`config.mk`:
```
export PLATFORM = sky130hd
export DESIGN_NAME = pmic_gpio_rail_sequencer
export DESIGN_NICKNAME = d
export VERILOG_FILES = /design/src/rtl/rail_seq_pkg.sv /design/src/rtl/pmic_gpio_rail_sequencer.sv /design/src/rtl/us_delay.sv
export SDC_FILE = /design/constraint.sdc
export NUM_CORES = 1
export LEC_CHECK = 0
export BUFFER_PORTS_ARGS = -buffer_cell sky130_fd_sc_hd__buf_2
export CAP_MARGIN = 10
export CORE_MARGIN = 1.5
export CORE_UTILIZATION = 41
export CTS_CLUSTER_DIAMETER = 40
export CTS_CLUSTER_SIZE = 24
export DETAILED_ROUTE_END_ITERATION = 8
export PLACE_DENSITY = 0.77
export SLEW_MARGIN = 20
export SYNTH_ARGS = -nofsm -noshare
export SYNTH_HDL_FRONTEND = slang
export SYNTH_SLANG_ARGS = --single-unit
export TNS_END_PERCENT = 1
```
`constraint.sdc`:
```
create_clock -name clk -period 1.4 [get_ports clk]
set_input_delay 0.42 -clock clk [delete_from_list [all_inputs] [get_ports clk]]
set_output_delay 0.42 -clock clk [all_outputs]
set_load 0.02 [all_outputs]
```
`src/rtl/rail_seq_pkg.sv`:
```
package rail_seq_pkg;
  localparam int unsigned CLK_HZ = 40_000_000;
  localparam int unsigned US_PER_S = 1_000_000;
  localparam int unsigned TICK_CYCLES = CLK_HZ / US_PER_S;
  localparam logic [6:0] I2C_ADDR7 = 7'h25;
  localparam logic [7:0] I2C_WRITE_BYTE = {I2C_ADDR7, 1'b0};
  localparam logic [7:0] I2C_READ_BYTE = {I2C_ADDR7, 1'b1};
  // Delays in microseconds
  localparam int unsigned EXT_GOOD_DELAY_US = 1000;
  localparam int unsigned CHAIN_DELAY_US = 1000;
  localparam int unsigned LAST_DELAY_US = 2000;
  localparam int unsigned OFF_DELAY_US = 1000;
  localparam int unsigned LR2_OFF_DELAY_US = 0;
  localparam int unsigned RESET_DELAY_US = 20000;
  localparam int unsigned DLY_W = 15;
  // Setpoints in millivolts
  localparam logic [11:0] IMG1_SD2_PRI_MV = 12'h384;
  localparam logic [11:0] IMG1_SD2_ALT_MV = 12'h2EE;
  localparam logic [11:0] IMG1_SD1_PRI_MV = 12'hB54;
  localparam logic [11:0] IMG1_SD1_ALT_MV = 12'h9C4;
  localparam logic [11:0] IMG1_SD3_PRI_MV = 12'h708;
  localparam logic [11:0] IMG1_SD3_ALT_MV = 12'h4B0;
  localparam logic [11:0] IMG2_SD3_PRI_MV = 12'h708;
  localparam logic [11:0] IMG2_SD3_ALT_MV = 12'h5DC;
  localparam logic [11:0] IMG2_SD1_MV = 12'hCE4;
  localparam logic [11:0] IMG2_SD2_MV = 12'h4B0;
  localparam logic [1:0] IMG_FIRST = 2'h1;
  localparam logic [1:0] IMG_SECOND = 2'h2;
  localparam int unsigned NRAILS = 5;
  // Rail enable order in image two: sd1, lr1, sd3, lr2, sd2
  typedef struct packed {
    logic step_down_one;
    logic linear_reg_one;
    logic step_down_three;
    logic linear_reg_two;
    logic step_down_two;
  } rails_s;
  typedef struct packed {
    logic [11:0] step_down_one_mv;
    logic [11:0] step_down_two_mv;
    logic [11:0] step_down_three_mv;
  } setpoints_s;
  typedef struct packed {
    logic sleep_en;
    logic sleep_variant_bit;
    logic deep_sleep_en;
    logic deep_sleep_variant_bit;
  } sleep_ctl_s;
endpackage

```
`src/rtl/pmic_gpio_rail_sequencer.sv`:
```
`timescale 1ns/1ps
`default_nettype none
module pmic_gpio_rail_sequencer #(
  parameter logic [1:0] CONFIG_IMAGE = rail_seq_pkg::IMG_FIRST,
  parameter int unsigned RESET_DELAY_US = rail_seq_pkg::RESET_DELAY_US,
  parameter int unsigned TICK_CYCLES = rail_seq_pkg::TICK_CYCLES
) (
  input wire logic clk,
  input wire logic resetn,
  input wire logic io_line_two,
  input wire logic io_line_four,
  input wire logic io_line_five_in,
  input wire logic io_line_seven_in,
  output logic io_line_five_out,
  output logic io_line_five_oe,
  output logic io_line_seven_out,
  output logic io_line_seven_oe,
  input wire logic i2c_write_valid,
  input wire logic [7:0] i2c_addr_byte,
  input wire logic [3:0] i2c_sleep_bits,
  input wire logic rails_good_in,
  input wire logic event_in,
  input wire logic event_clear,
  input wire logic uvlo_ok,
  output rail_seq_pkg::rails_s rail_enable,
  output rail_seq_pkg::setpoints_s setpoints,
  output rail_seq_pkg::sleep_ctl_s sleep_ctl,
  output logic deep_sleep_req
);
  localparam int unsigned W = rail_seq_pkg::DLY_W;
  localparam int unsigned RW = 16;
  wire img1 = (CONFIG_IMAGE == rail_seq_pkg::IMG_FIRST);

  // Three-stage synchronisers; a change counts once stages two and three agree
  logic [2:0] s2, s4, s5, s7;
  logic io2, io4, io5, io7;
  always_ff @(posedge clk) begin
    s2 <= {s2[1:0], io_line_two};
    s4 <= {s4[1:0], io_line_four};
    s5 <= {s5[1:0], io_line_five_in};
    s7 <= {s7[1:0], io_line_seven_in};
  end
  always_ff @(posedge clk) begin
    if (!resetn) begin
      io2 <= 1'b0;
      io4 <= 1'b0;
      io5 <= 1'b0;
      io7 <= 1'b0;
    end else begin
      if (s2[1] == s2[2]) io2 <= s2[2];
      if (s4[1] == s4[2]) io4 <= s4[2];
      if (s5[1] == s5[2]) io5 <= s5[2];
      if (s7[1] == s7[2]) io7 <= s7[2];
    end
  end

  // Microsecond tick: TICK_CYCLES clocks per microsecond, at most 64
  logic [5:0] div;
  logic tick;
  always_ff @(posedge clk) begin
    if (!resetn || div == 6'(TICK_CYCLES - 1)) begin
      div <= 6'h00;
    end else begin
      div <= div + 6'h01;
    end
  end
  always_ff @(posedge clk) begin
    tick <= resetn && (div == 6'(TICK_CYCLES - 1));
  end

  // I2C address match; only a write byte carries register updates
  wire addr_hit = i2c_write_valid && (i2c_addr_byte == rail_seq_pkg::I2C_WRITE_BYTE);
  always_ff @(posedge clk) begin
    if (!resetn) begin
      sleep_ctl <= '0;
    end else if (addr_hit) begin
      sleep_ctl <= rail_seq_pkg::sleep_ctl_s'(i2c_sleep_bits);
    end
  end

  // Deep sleep: pin or I2C bit in image one, I2C bit only in image two
  always_ff @(posedge clk) begin
    if (!resetn) begin
      deep_sleep_req <= 1'b0;
    end else if (img1) begin
      deep_sleep_req <= io5 || sleep_ctl.deep_sleep_en;
    end else begin
      deep_sleep_req <= sleep_ctl.deep_sleep_en;
    end
  end

  // Image two sequencing: each stage waits on its predecessor with its delay; lr2 and sd2 both wait on sd3
  wire ext_good = !img1 && io4;
  rail_seq_pkg::rails_s on_done, off_done, next_rail;
  rail_seq_pkg::rails_s trig_on;
  assign trig_on.step_down_one = ext_good;
  assign trig_on.linear_reg_one = ext_good && rail_enable.step_down_one;
  assign trig_on.step_down_three = ext_good && rail_enable.linear_reg_one;
  assign trig_on.linear_reg_two = ext_good && rail_enable.step_down_three;
  assign trig_on.step_down_two = ext_good && rail_enable.step_down_three;
  localparam logic [4:0][W-1:0] ON_LIM = {W'(rail_seq_pkg::EXT_GOOD_DELAY_US),
    W'(rail_seq_pkg::CHAIN_DELAY_US), W'(rail_seq_pkg::CHAIN_DELAY_US),
    W'(rail_seq_pkg::CHAIN_DELAY_US), W'(rail_seq_pkg::LAST_DELAY_US)};
  localparam logic [4:0][W-1:0] OFF_LIM = {W'(rail_seq_pkg::OFF_DELAY_US),
    W'(rail_seq_pkg::OFF_DELAY_US), W'(rail_seq_pkg::OFF_DELAY_US),
    W'(rail_seq_pkg::LR2_OFF_DELAY_US), W'(rail_seq_pkg::OFF_DELAY_US)};
  genvar g;
  generate
    for (g = 0; g < 5; g++) begin : g_rail
      us_delay #(.W(W)) u_on (.clk(clk), .resetn(resetn), .tick(tick),
        .trigger(trig_on[g]), .limit(ON_LIM[g]), .done(on_done[g]));
      us_delay #(.W(W)) u_off (.clk(clk), .resetn(resetn), .tick(tick),
        .trigger(!ext_good && rail_enable[g]), .limit(OFF_LIM[g]), .done(off_done[g]));
      // Off when the delay expires; a zero delay still costs the first cycle
      assign next_rail[g] = img1 ? uvlo_ok : (on_done[g] || (rail_enable[g] && !off_done[g]));
    end
  endgenerate
  always_ff @(posedge clk) begin
    if (!resetn) begin
      rail_enable <= '0;
    end else begin
      rail_enable <= next_rail;
    end
  end

  // Latches for the held selects, captured while the rail is off
  logic sel_sd1, sel_sd3;
  always_ff @(posedge clk) begin
    if (!resetn) begin
      sel_sd1 <= 1'b0;
      sel_sd3 <= 1'b0;
    end else begin
      if (!rail_enable.step_down_one) sel_sd1 <= io7;
      if (!rail_enable.step_down_three) sel_sd3 <= img1 ? io4 : io2;
    end
  end

  // Setpoint selection per image
  rail_seq_pkg::setpoints_s next_sp;
  assign next_sp.step_down_two_mv = !img1 ? rail_seq_pkg::IMG2_SD2_MV :
    (io2 ? rail_seq_pkg::IMG1_SD2_PRI_MV : rail_seq_pkg::IMG1_SD2_ALT_MV);
  assign next_sp.step_down_one_mv = !img1 ? rail_seq_pkg::IMG2_SD1_MV :
    (sel_sd1 ? rail_seq_pkg::IMG1_SD1_PRI_MV : rail_seq_pkg::IMG1_SD1_ALT_MV);
  assign next_sp.step_down_three_mv = img1 ?
    (sel_sd3 ? rail_seq_pkg::IMG1_SD3_PRI_MV : rail_seq_pkg::IMG1_SD3_ALT_MV) :
    (sel_sd3 ? rail_seq_pkg::IMG2_SD3_ALT_MV : rail_seq_pkg::IMG2_SD3_PRI_MV);
  always_ff @(posedge clk) begin
    if (!resetn) begin
      setpoints <= '0;
    end else begin
      setpoints <= next_sp;
    end
  end

  // Pending event; set wins over clear
  logic pending;
  always_ff @(posedge clk) begin
    if (!resetn) begin
      pending <= 1'b0;
    end else begin
      pending <= event_in || (pending && !event_clear);
    end
  end

  // Reset release counter, restarts if step_down_two good drops
  logic [RW-1:0] rst_count;
  wire sd2_good = !img1 && rail_enable.step_down_two && rails_good_in;
  wire rst_done = (rst_count >= RW'(RESET_DELAY_US));
  always_ff @(posedge clk) begin
    if (!resetn || !sd2_good) begin
      rst_count <= '0;
    end else if (tick && !rst_done) begin
      rst_count <= rst_count + RW'(1);
    end
  end

  // Open-drain pins: drive low only, float otherwise
  always_ff @(posedge clk) begin
    if (!resetn) begin
      io_line_five_oe <= 1'b0;
      io_line_seven_oe <= 1'b0;
    end else begin
      io_line_five_oe <= !img1 && pending;
      io_line_seven_oe <= !img1 && !(sd2_good && rst_done);
    end
  end
  always_ff @(posedge clk) begin
    io_line_five_out <= 1'b0;
    io_line_seven_out <= 1'b0;
  end
endmodule
`default_nettype wire

```
`src/rtl/us_delay.sv`:
```
`timescale 1ns/1ps
`default_nettype none
// Counts microsecond ticks while trigger holds; done stays high once reached, until trigger drops
module us_delay #(
  parameter int unsigned W = 15
) (
  input wire logic clk,
  input wire logic resetn,
  input wire logic tick,
  input wire logic trigger,
  input wire logic [W-1:0] limit,
  output logic done
);
  logic [W-1:0] count;
  wire reached = (count >= limit);
  // Restart whenever trigger drops so a glitchy input never shortens a delay
  always_ff @(posedge clk) begin
    if (!resetn || !trigger) begin
      count <= '0;
    end else if (tick && !reached) begin
      count <= count + W'(1);
    end
  end
  assign done = trigger && reached;
endmodule
`default_nettype wire

```
==> results of run 1 <==
-- registers in the layout (all words and copies together), names as in the netlist --
register / count
io5: 1
io2: 1
s7: 3
sleep_ctl: 4
rail_enable: 1
s2: 3
deep_sleep_req: 1
io7: 1
sel_sd1: 1
sel_sd3: 1
setpoints: 7
io4: 1
s5: 3
s4: 3
-- layer usage --
layer / vias up / routed length (um) / GRT usage, %
met5: - / 0 / 0
met4: 0 / 19 / 8.16
met3: 2 / 115 / 3.46
met2: 38 / 776 / 17.4
met1: 310 / 588 / 10.0
li1: 364 / - / -
-- cell usage in the layout (no fill, tap or decap) --
cell type,Yosys,layout
buf_2,0,51
dfxtp_1,31,29
conb_1,1,18
nand2_1,12,12
mux2i_1,6,6
nor2b_1,5,5
clkbuf_4,0,5
and2_1,4,4
o21ai_0,4,4
a21boi_1,4,4
clkbuf_1,2,2
dfxtp_2,0,2
nor4b_2,1,1
nor3b_1,1,1
and4_1,1,1
o21a_1,1,1
clkinv_2,0,1
-- layout make-up --
type                            count  area, um^2
Clock buffer                        7        45.0
Fill cell                         244        1450
Tap cell                           31        38.8
Sequential cell                    31         623
Timing Repair Buffer               51         255
Multi-Input combinational cell     57         318
Clock inverter                      1        5.00
-- repair_timing --
action | CTS | global route
cloned | 0 | 0
hold buffers | 0 | 0
buffers inserted | 0 | 0
resized for setup | 1 | 1
endpoints found under the setup margin | 5 | 1
-- power by group through the flow --
stage	clock [W]	sequential [W]	combinational [W]
after floorplan	0	0.000980	0.000191
after global placement	0	0.000963	0.000196
after detailed placement	0	0.000966	0.000199
after CTS	0.000488	0.000946	0.000199
after global routing	0.000521	0.000951	0.000213
final	0.000463	0.000945	0.000198
-- stage by stage --
| stage | setup slack [ps] | instances | hold WS (ps) | TNS [ps] | cell area, um^2 |
|---|---|---|---|---|---|
| 3_3_place_gp | 30.1 | 170 | 311 | 0 | 1230 |
| 5_1_grt | 26.0 | 178 | 190 | 0 | 1280 |
| 4_1_cts | 40.9 | 178 | 186 | 0 | 1280 |
| 2_1_floorplan | 201 | 128 | 310 | 0 | 1230 |
| 6_report | 84.6 | 178 | 204 | 0 | 1280 |
| 3_5_place_dp | -28.9 | 170 | 313 | -39.9 | 1230 |
-- final timing paths --
path	cells after the start	end
worst max-delay path	1	rail_enable[0]
worst min-delay path	1	s7[0]
worst max register to register	2	sel_sd3
worst min register to register	0	s4[1]
-- cells by family after synthesis --
| family | share of synthesized area, % |
|---|---|
| buf+inv | 25.3 |
| flops | 53.0 |
| simple gates | 11.3 |
| compound gates | 4.91 |
| mux | 5.13 |
| other cells | 0.320 |
==> out/results.ini, run 1 <==
[outcome]
status=complete, no violations

[logic_synthesis]
synth_cell_types=15
yosys-top-cells-area=dfxtp_1 53%, buf_4 24%, mux2i_1 5.1%
synth_common_cells=37 x buf_4, 31 x dfxtp_1, 12 x nand2_1
synth_most_common_cell=buf_4
synthCells=111
syn_area_mm2=0.00117
synth_top_area_share_pct=53.0
postSynth.asyncResetShare_pct=0
avgSynthCellArea_um2=10.6
synth_seq_cells=31
yosys_warnings=0
yosysSeqAreaShare_pct=53.0
synth.largest_area_cell=dfxtp_1
synth_edf_count=0
synthFlopType=dfxtp_1

[placement]
gp_congestion=0.627
portBuffers=51
dp_hpwl_um=1180

[sta]
fmax_mhz=760
hold_violations=0
clock_skew_ps=3.47
fin_crit_ps=1320
final-setup-viol-count=0
period_share_pct=94.0
rsz0062_at_grt=no
drv_slew=0

[die]
core_area_mm2=0.00273
die_w_um=56.4
initial_core_util_pct=42.8
die_y_um=56.4
io_pins=73
fp-row-count=19
die_area_mm2=0.00319

[clock_network]
clk_path_buf_depth=2
cts_tree=done
root_buffer=clkbuf_4
clock_sinks=31
clk_latency_ps=310
numCtsBuffers=5
clkTransAtPathRegs_ps=90
cts-htree-levels=2

[worst_setup_path]
path_delay_family=flip-flops
arrival_ps=900
path_cells=buf_2
timing.rr.start=rail_enable[2]
path_buf_inv=1
crit_path_start=rail_enable[2]
required_ps=980
critPathCaptureType=output port
critical_path.startpoint_type=flop
crit_slowest_cell=dfxtp_2
worstSetupPathType=reg2out
r2r_slack_ps=640
cp_slowest_stage_delay_ps=400
critPathMaxFanout=7

[global_routing]
grt_use_total_pct=10.3
grt_pass1_vias=638
grt_max_degree=24
grt-ovfl-total=0
grt_pass1_wl_um=2470
grt_antenna_before_repair=0

[hold_path]
min-delay-start=io_line_seven_in
hold_class=in2reg

[pwr]
total_power_w=0.00161
clkPwrFrac_pct=28.9
p_comb_share_pct=12.3
p_sw_share_pct=26.3
p_leak_nw=0.647
cellPowerDensity_mw_per_mm2=1250
power_frac_seq_pct=58.8
internal_power_w=0.00118
irDropWorstVdd_v=0.000860
switching_power_w=0.000422

[route]
num_vias=714
first_iter_violations=10
drc=0
drtPass1Iterations=4
routed_via_density=4.01
routed_wl_um=1500
drt-wirelength-per-cell_um=8.43
antenna_left=0

[cells_and_area]
drive_above_1_share_pct=40.8
diodes=0
fin_nets=169
areaGrowthSynthToFinish_pct=9.72
post-route-util_pct=47.0

[flow_run]
maxCapViolCount=0

Note: power is estimated with default switching activity, not from simulation.
==> inputs of run 2 (changes only) <==
- CORE_UTILIZATION: 41 -> 37
- PLACE_DENSITY: 0.77 -> 0.74
- clock period: 1.4 -> 1.1 ns (I/O delays scaled with it)
==> run 2 against run 1 <==
Against the previous run: sequential power increased by 28%; clock skew shrank 1.1 ps; critical path depth is the same; largest cell class unchanged; cell count up 7.9%; first-iteration DRC count up 70%; worst hold slack worse by 94 ps; combinational power is 49% higher; via count grew 0.98%; die area increased by 10%; setup slack lost 160 ps; highest routed layer unchanged; largest power group unchanged; clock power rose by 26%; the run now ends with setup timing left; register-to-register slack got worse by 380 ps.
==> out/results.ini, run 2 (synthesis results as in run 1) <==
[sta]
hold-worst-slack_ps=110  ; was 204 ps
clock_skew_ps=2.38  ; was 3.47 ps
setup_slack_ps=-75.0  ; was 84.6 ps
fin_crit_ps=1170
finalSetupTns_ps=-1210  ; was 0 ps
hold_violations=0  ; unchanged
final-setup-viol-count=28  ; was 0
rsz0062_at_grt=yes  ; was no
period_share_pct=107
fmax_mhz=851
drv_slew=0  ; unchanged

[worst_setup_path]
arrival_ps=840  ; was 900 ps
required_ps=770  ; was 980 ps
cp_slowest_stage_delay_ps=390  ; was 400 ps
path_buf_inv=1  ; unchanged
critical_path.startpoint_type=flop  ; unchanged
critPathCaptureType=output port  ; unchanged
path_cells=buf_4  ; was buf_2
critPathMaxFanout=8  ; was 7
path_delay_family=flip-flops  ; unchanged
worstSetupPathType=reg2out  ; unchanged
crit_slowest_cell=dfxtp_4  ; was dfxtp_2

[clock_network]
cts_setup_buffers=0  ; unchanged
clk_path_buf_depth=2  ; unchanged
clkTransAtPathRegs_ps=80  ; was 90 ps
clk_latency_ps=310  ; about the same
cts-htree-levels=2  ; unchanged
cts_tree=done  ; unchanged
hold_buffers=0  ; unchanged
root_buffer=clkbuf_4  ; unchanged
numCtsBuffers=5  ; unchanged
clock_sinks=31  ; unchanged

[die]
core_area_mm2=0.00303  ; was 0.00273 mm^2
initial_core_util_pct=38.7  ; was 42.8%
fp-row-count=20  ; was 19
io_pins=73  ; unchanged
die_y_um=59.3  ; was 56.4 um
die_w_um=59.3  ; was 56.4 um
die_area_mm2=0.00351  ; was 0.00319 mm^2

[cells_and_area]
layout_common_cells=22 x buf_4, 19 x buf_2, 18 x conb_1, 18 x dfxtp_1, 12 x nand2_1  ; was 51 x buf_2, 29 x dfxtp_1, 18 x conb_1
areaGrowthSynthToFinish_pct=23.8  ; was 9.72%
fin_nets=170  ; was 169
reg_top3=setpoints: 7 flops, sleep_ctl: 4 flops  ; unchanged
diodes=0  ; unchanged
final_common_cell=buf_4  ; was buf_2
post-route-cell-area_mm2=0.00145  ; was 0.00128 mm^2
top_register=setpoints  ; unchanged
drive_above_1_share_pct=49.3  ; was 40.8%
post-route-util_pct=47.9  ; was 47.0%
largest_reg_flops=7  ; unchanged

[pwr]
total_power_w=0.00209  ; was 0.00161 W
p_leak_nw=0.680  ; was 0.647 nW
power_frac_seq_pct=57.8  ; was 58.8%
switching_power_w=0.000542  ; was 0.000422 W
internal_power_w=0.00154  ; was 0.00118 W
irDropWorstVdd_v=0.000611  ; was 0.000860 V
cellPowerDensity_mw_per_mm2=1440  ; was 1250 mW/mm^2
p_sw_share_pct=26.0  ; was 26.3%
clkPwrFrac_pct=28.0  ; was 28.9%
p_comb_share_pct=14.2  ; was 12.3%

[global_routing]
grt_use_total_pct=10.4  ; was 10.3%
grt_pass1_vias=629  ; was 638
grt_pass1_wl_um=2570  ; was 2470 um
grt_antenna_before_repair=0  ; unchanged
grt_max_degree=24  ; unchanged
grt-ovfl-total=0  ; unchanged

[flow_run]
maxCapViolCount=0  ; unchanged

[route]
first_iter_violations=17  ; was 10
routed_via_density=3.76  ; was 4.01
antenna_left=0  ; unchanged
routed_wl_um=1750  ; was 1500 um
drt-wirelength-per-cell_um=9.10  ; was 8.43 um
drtPass1Iterations=2  ; was 4
num_vias=721  ; was 714
drc=0  ; unchanged

[outcome]
violations=setup timing
status=finished, violations left  ; was complete, no violations

[hold_path]
hold_class=in2reg  ; unchanged

[placement]
postPlaceCellArea_mm2=0.00126  ; was 0.00123 mm^2
gp_congestion=0.633  ; was 0.627
portBuffers=51  ; unchanged
dp_hpwl_um=1230  ; was 1180 um

[run 2: changes by cell type in the layout (fill, tap and decap cells not counted), sizes merged]
cell and delta:
buf +1
[run 2: path summary, 6_finish.rpt]
path	from	endpoint	slack, ps	cells past startpoint
worst max register to register	rail_enable[2]	sel_sd1	260	3
worst min-delay path	io_line_four	s4[0]	110	1
worst min register to register	s2[0]	s2[1]	330	0
worst max-delay path	setpoints[32]	setpoints[32]	-70	1
[run 2: routing by layer]
| layer | routed length, um | global-route usage [%] | share of wire [%] | vias to the layer above |
|---|---|---|---|---|
| met1 | 599 | 8.73 | 34 | 312 |
| li1 | - | - | - | 371 |
| met3 | 135 | 6.33 | 7.7 | 6 |
| met5 | 0 | 0 | 0 | - |
| met4 | 38 | 5.84 | 2.2 | 0 |
| met2 | 973 | 18.5 | 56 | 32 |
[run 2: through the flow]
step | setup slack, ps | instances
global placement | -154 | 184
detailed placement | -274 | 184
CTS | -89.9 | 192
finish | -75.0 | 192
global route | -121 | 192
floorplan | 1.50 | 128
[run 2: timing repair]
item | CTS | global route
resized for setup | 56 | 3
pin swaps | 0 | 0
gates cloned | 0 | 0
endpoints found under the setup margin | 32 | 33
[run 2: final cells by class]
class                           instances  area, um^2
Clock buffer                            7        45.0
Clock inverter                          1        5.00
Fill cell                             288        1580
Multi-Input combinational cell         57         319
Sequential cell                        31         642
Tap cell                               44        55.1
Timing Repair Buffer                   52         384
[run 2: power by group through the flow]
stage          Clock, W  Sequential [W]  Combinational [W]
2_1_floorplan         0         0.00125           0.000243
3_3_place_gp          0         0.00122           0.000253
3_5_place_dp          0         0.00123           0.000258
4_1_cts        0.000618         0.00121           0.000294
5_1_grt        0.000668         0.00121           0.000319
6_report       0.000585         0.00121           0.000296
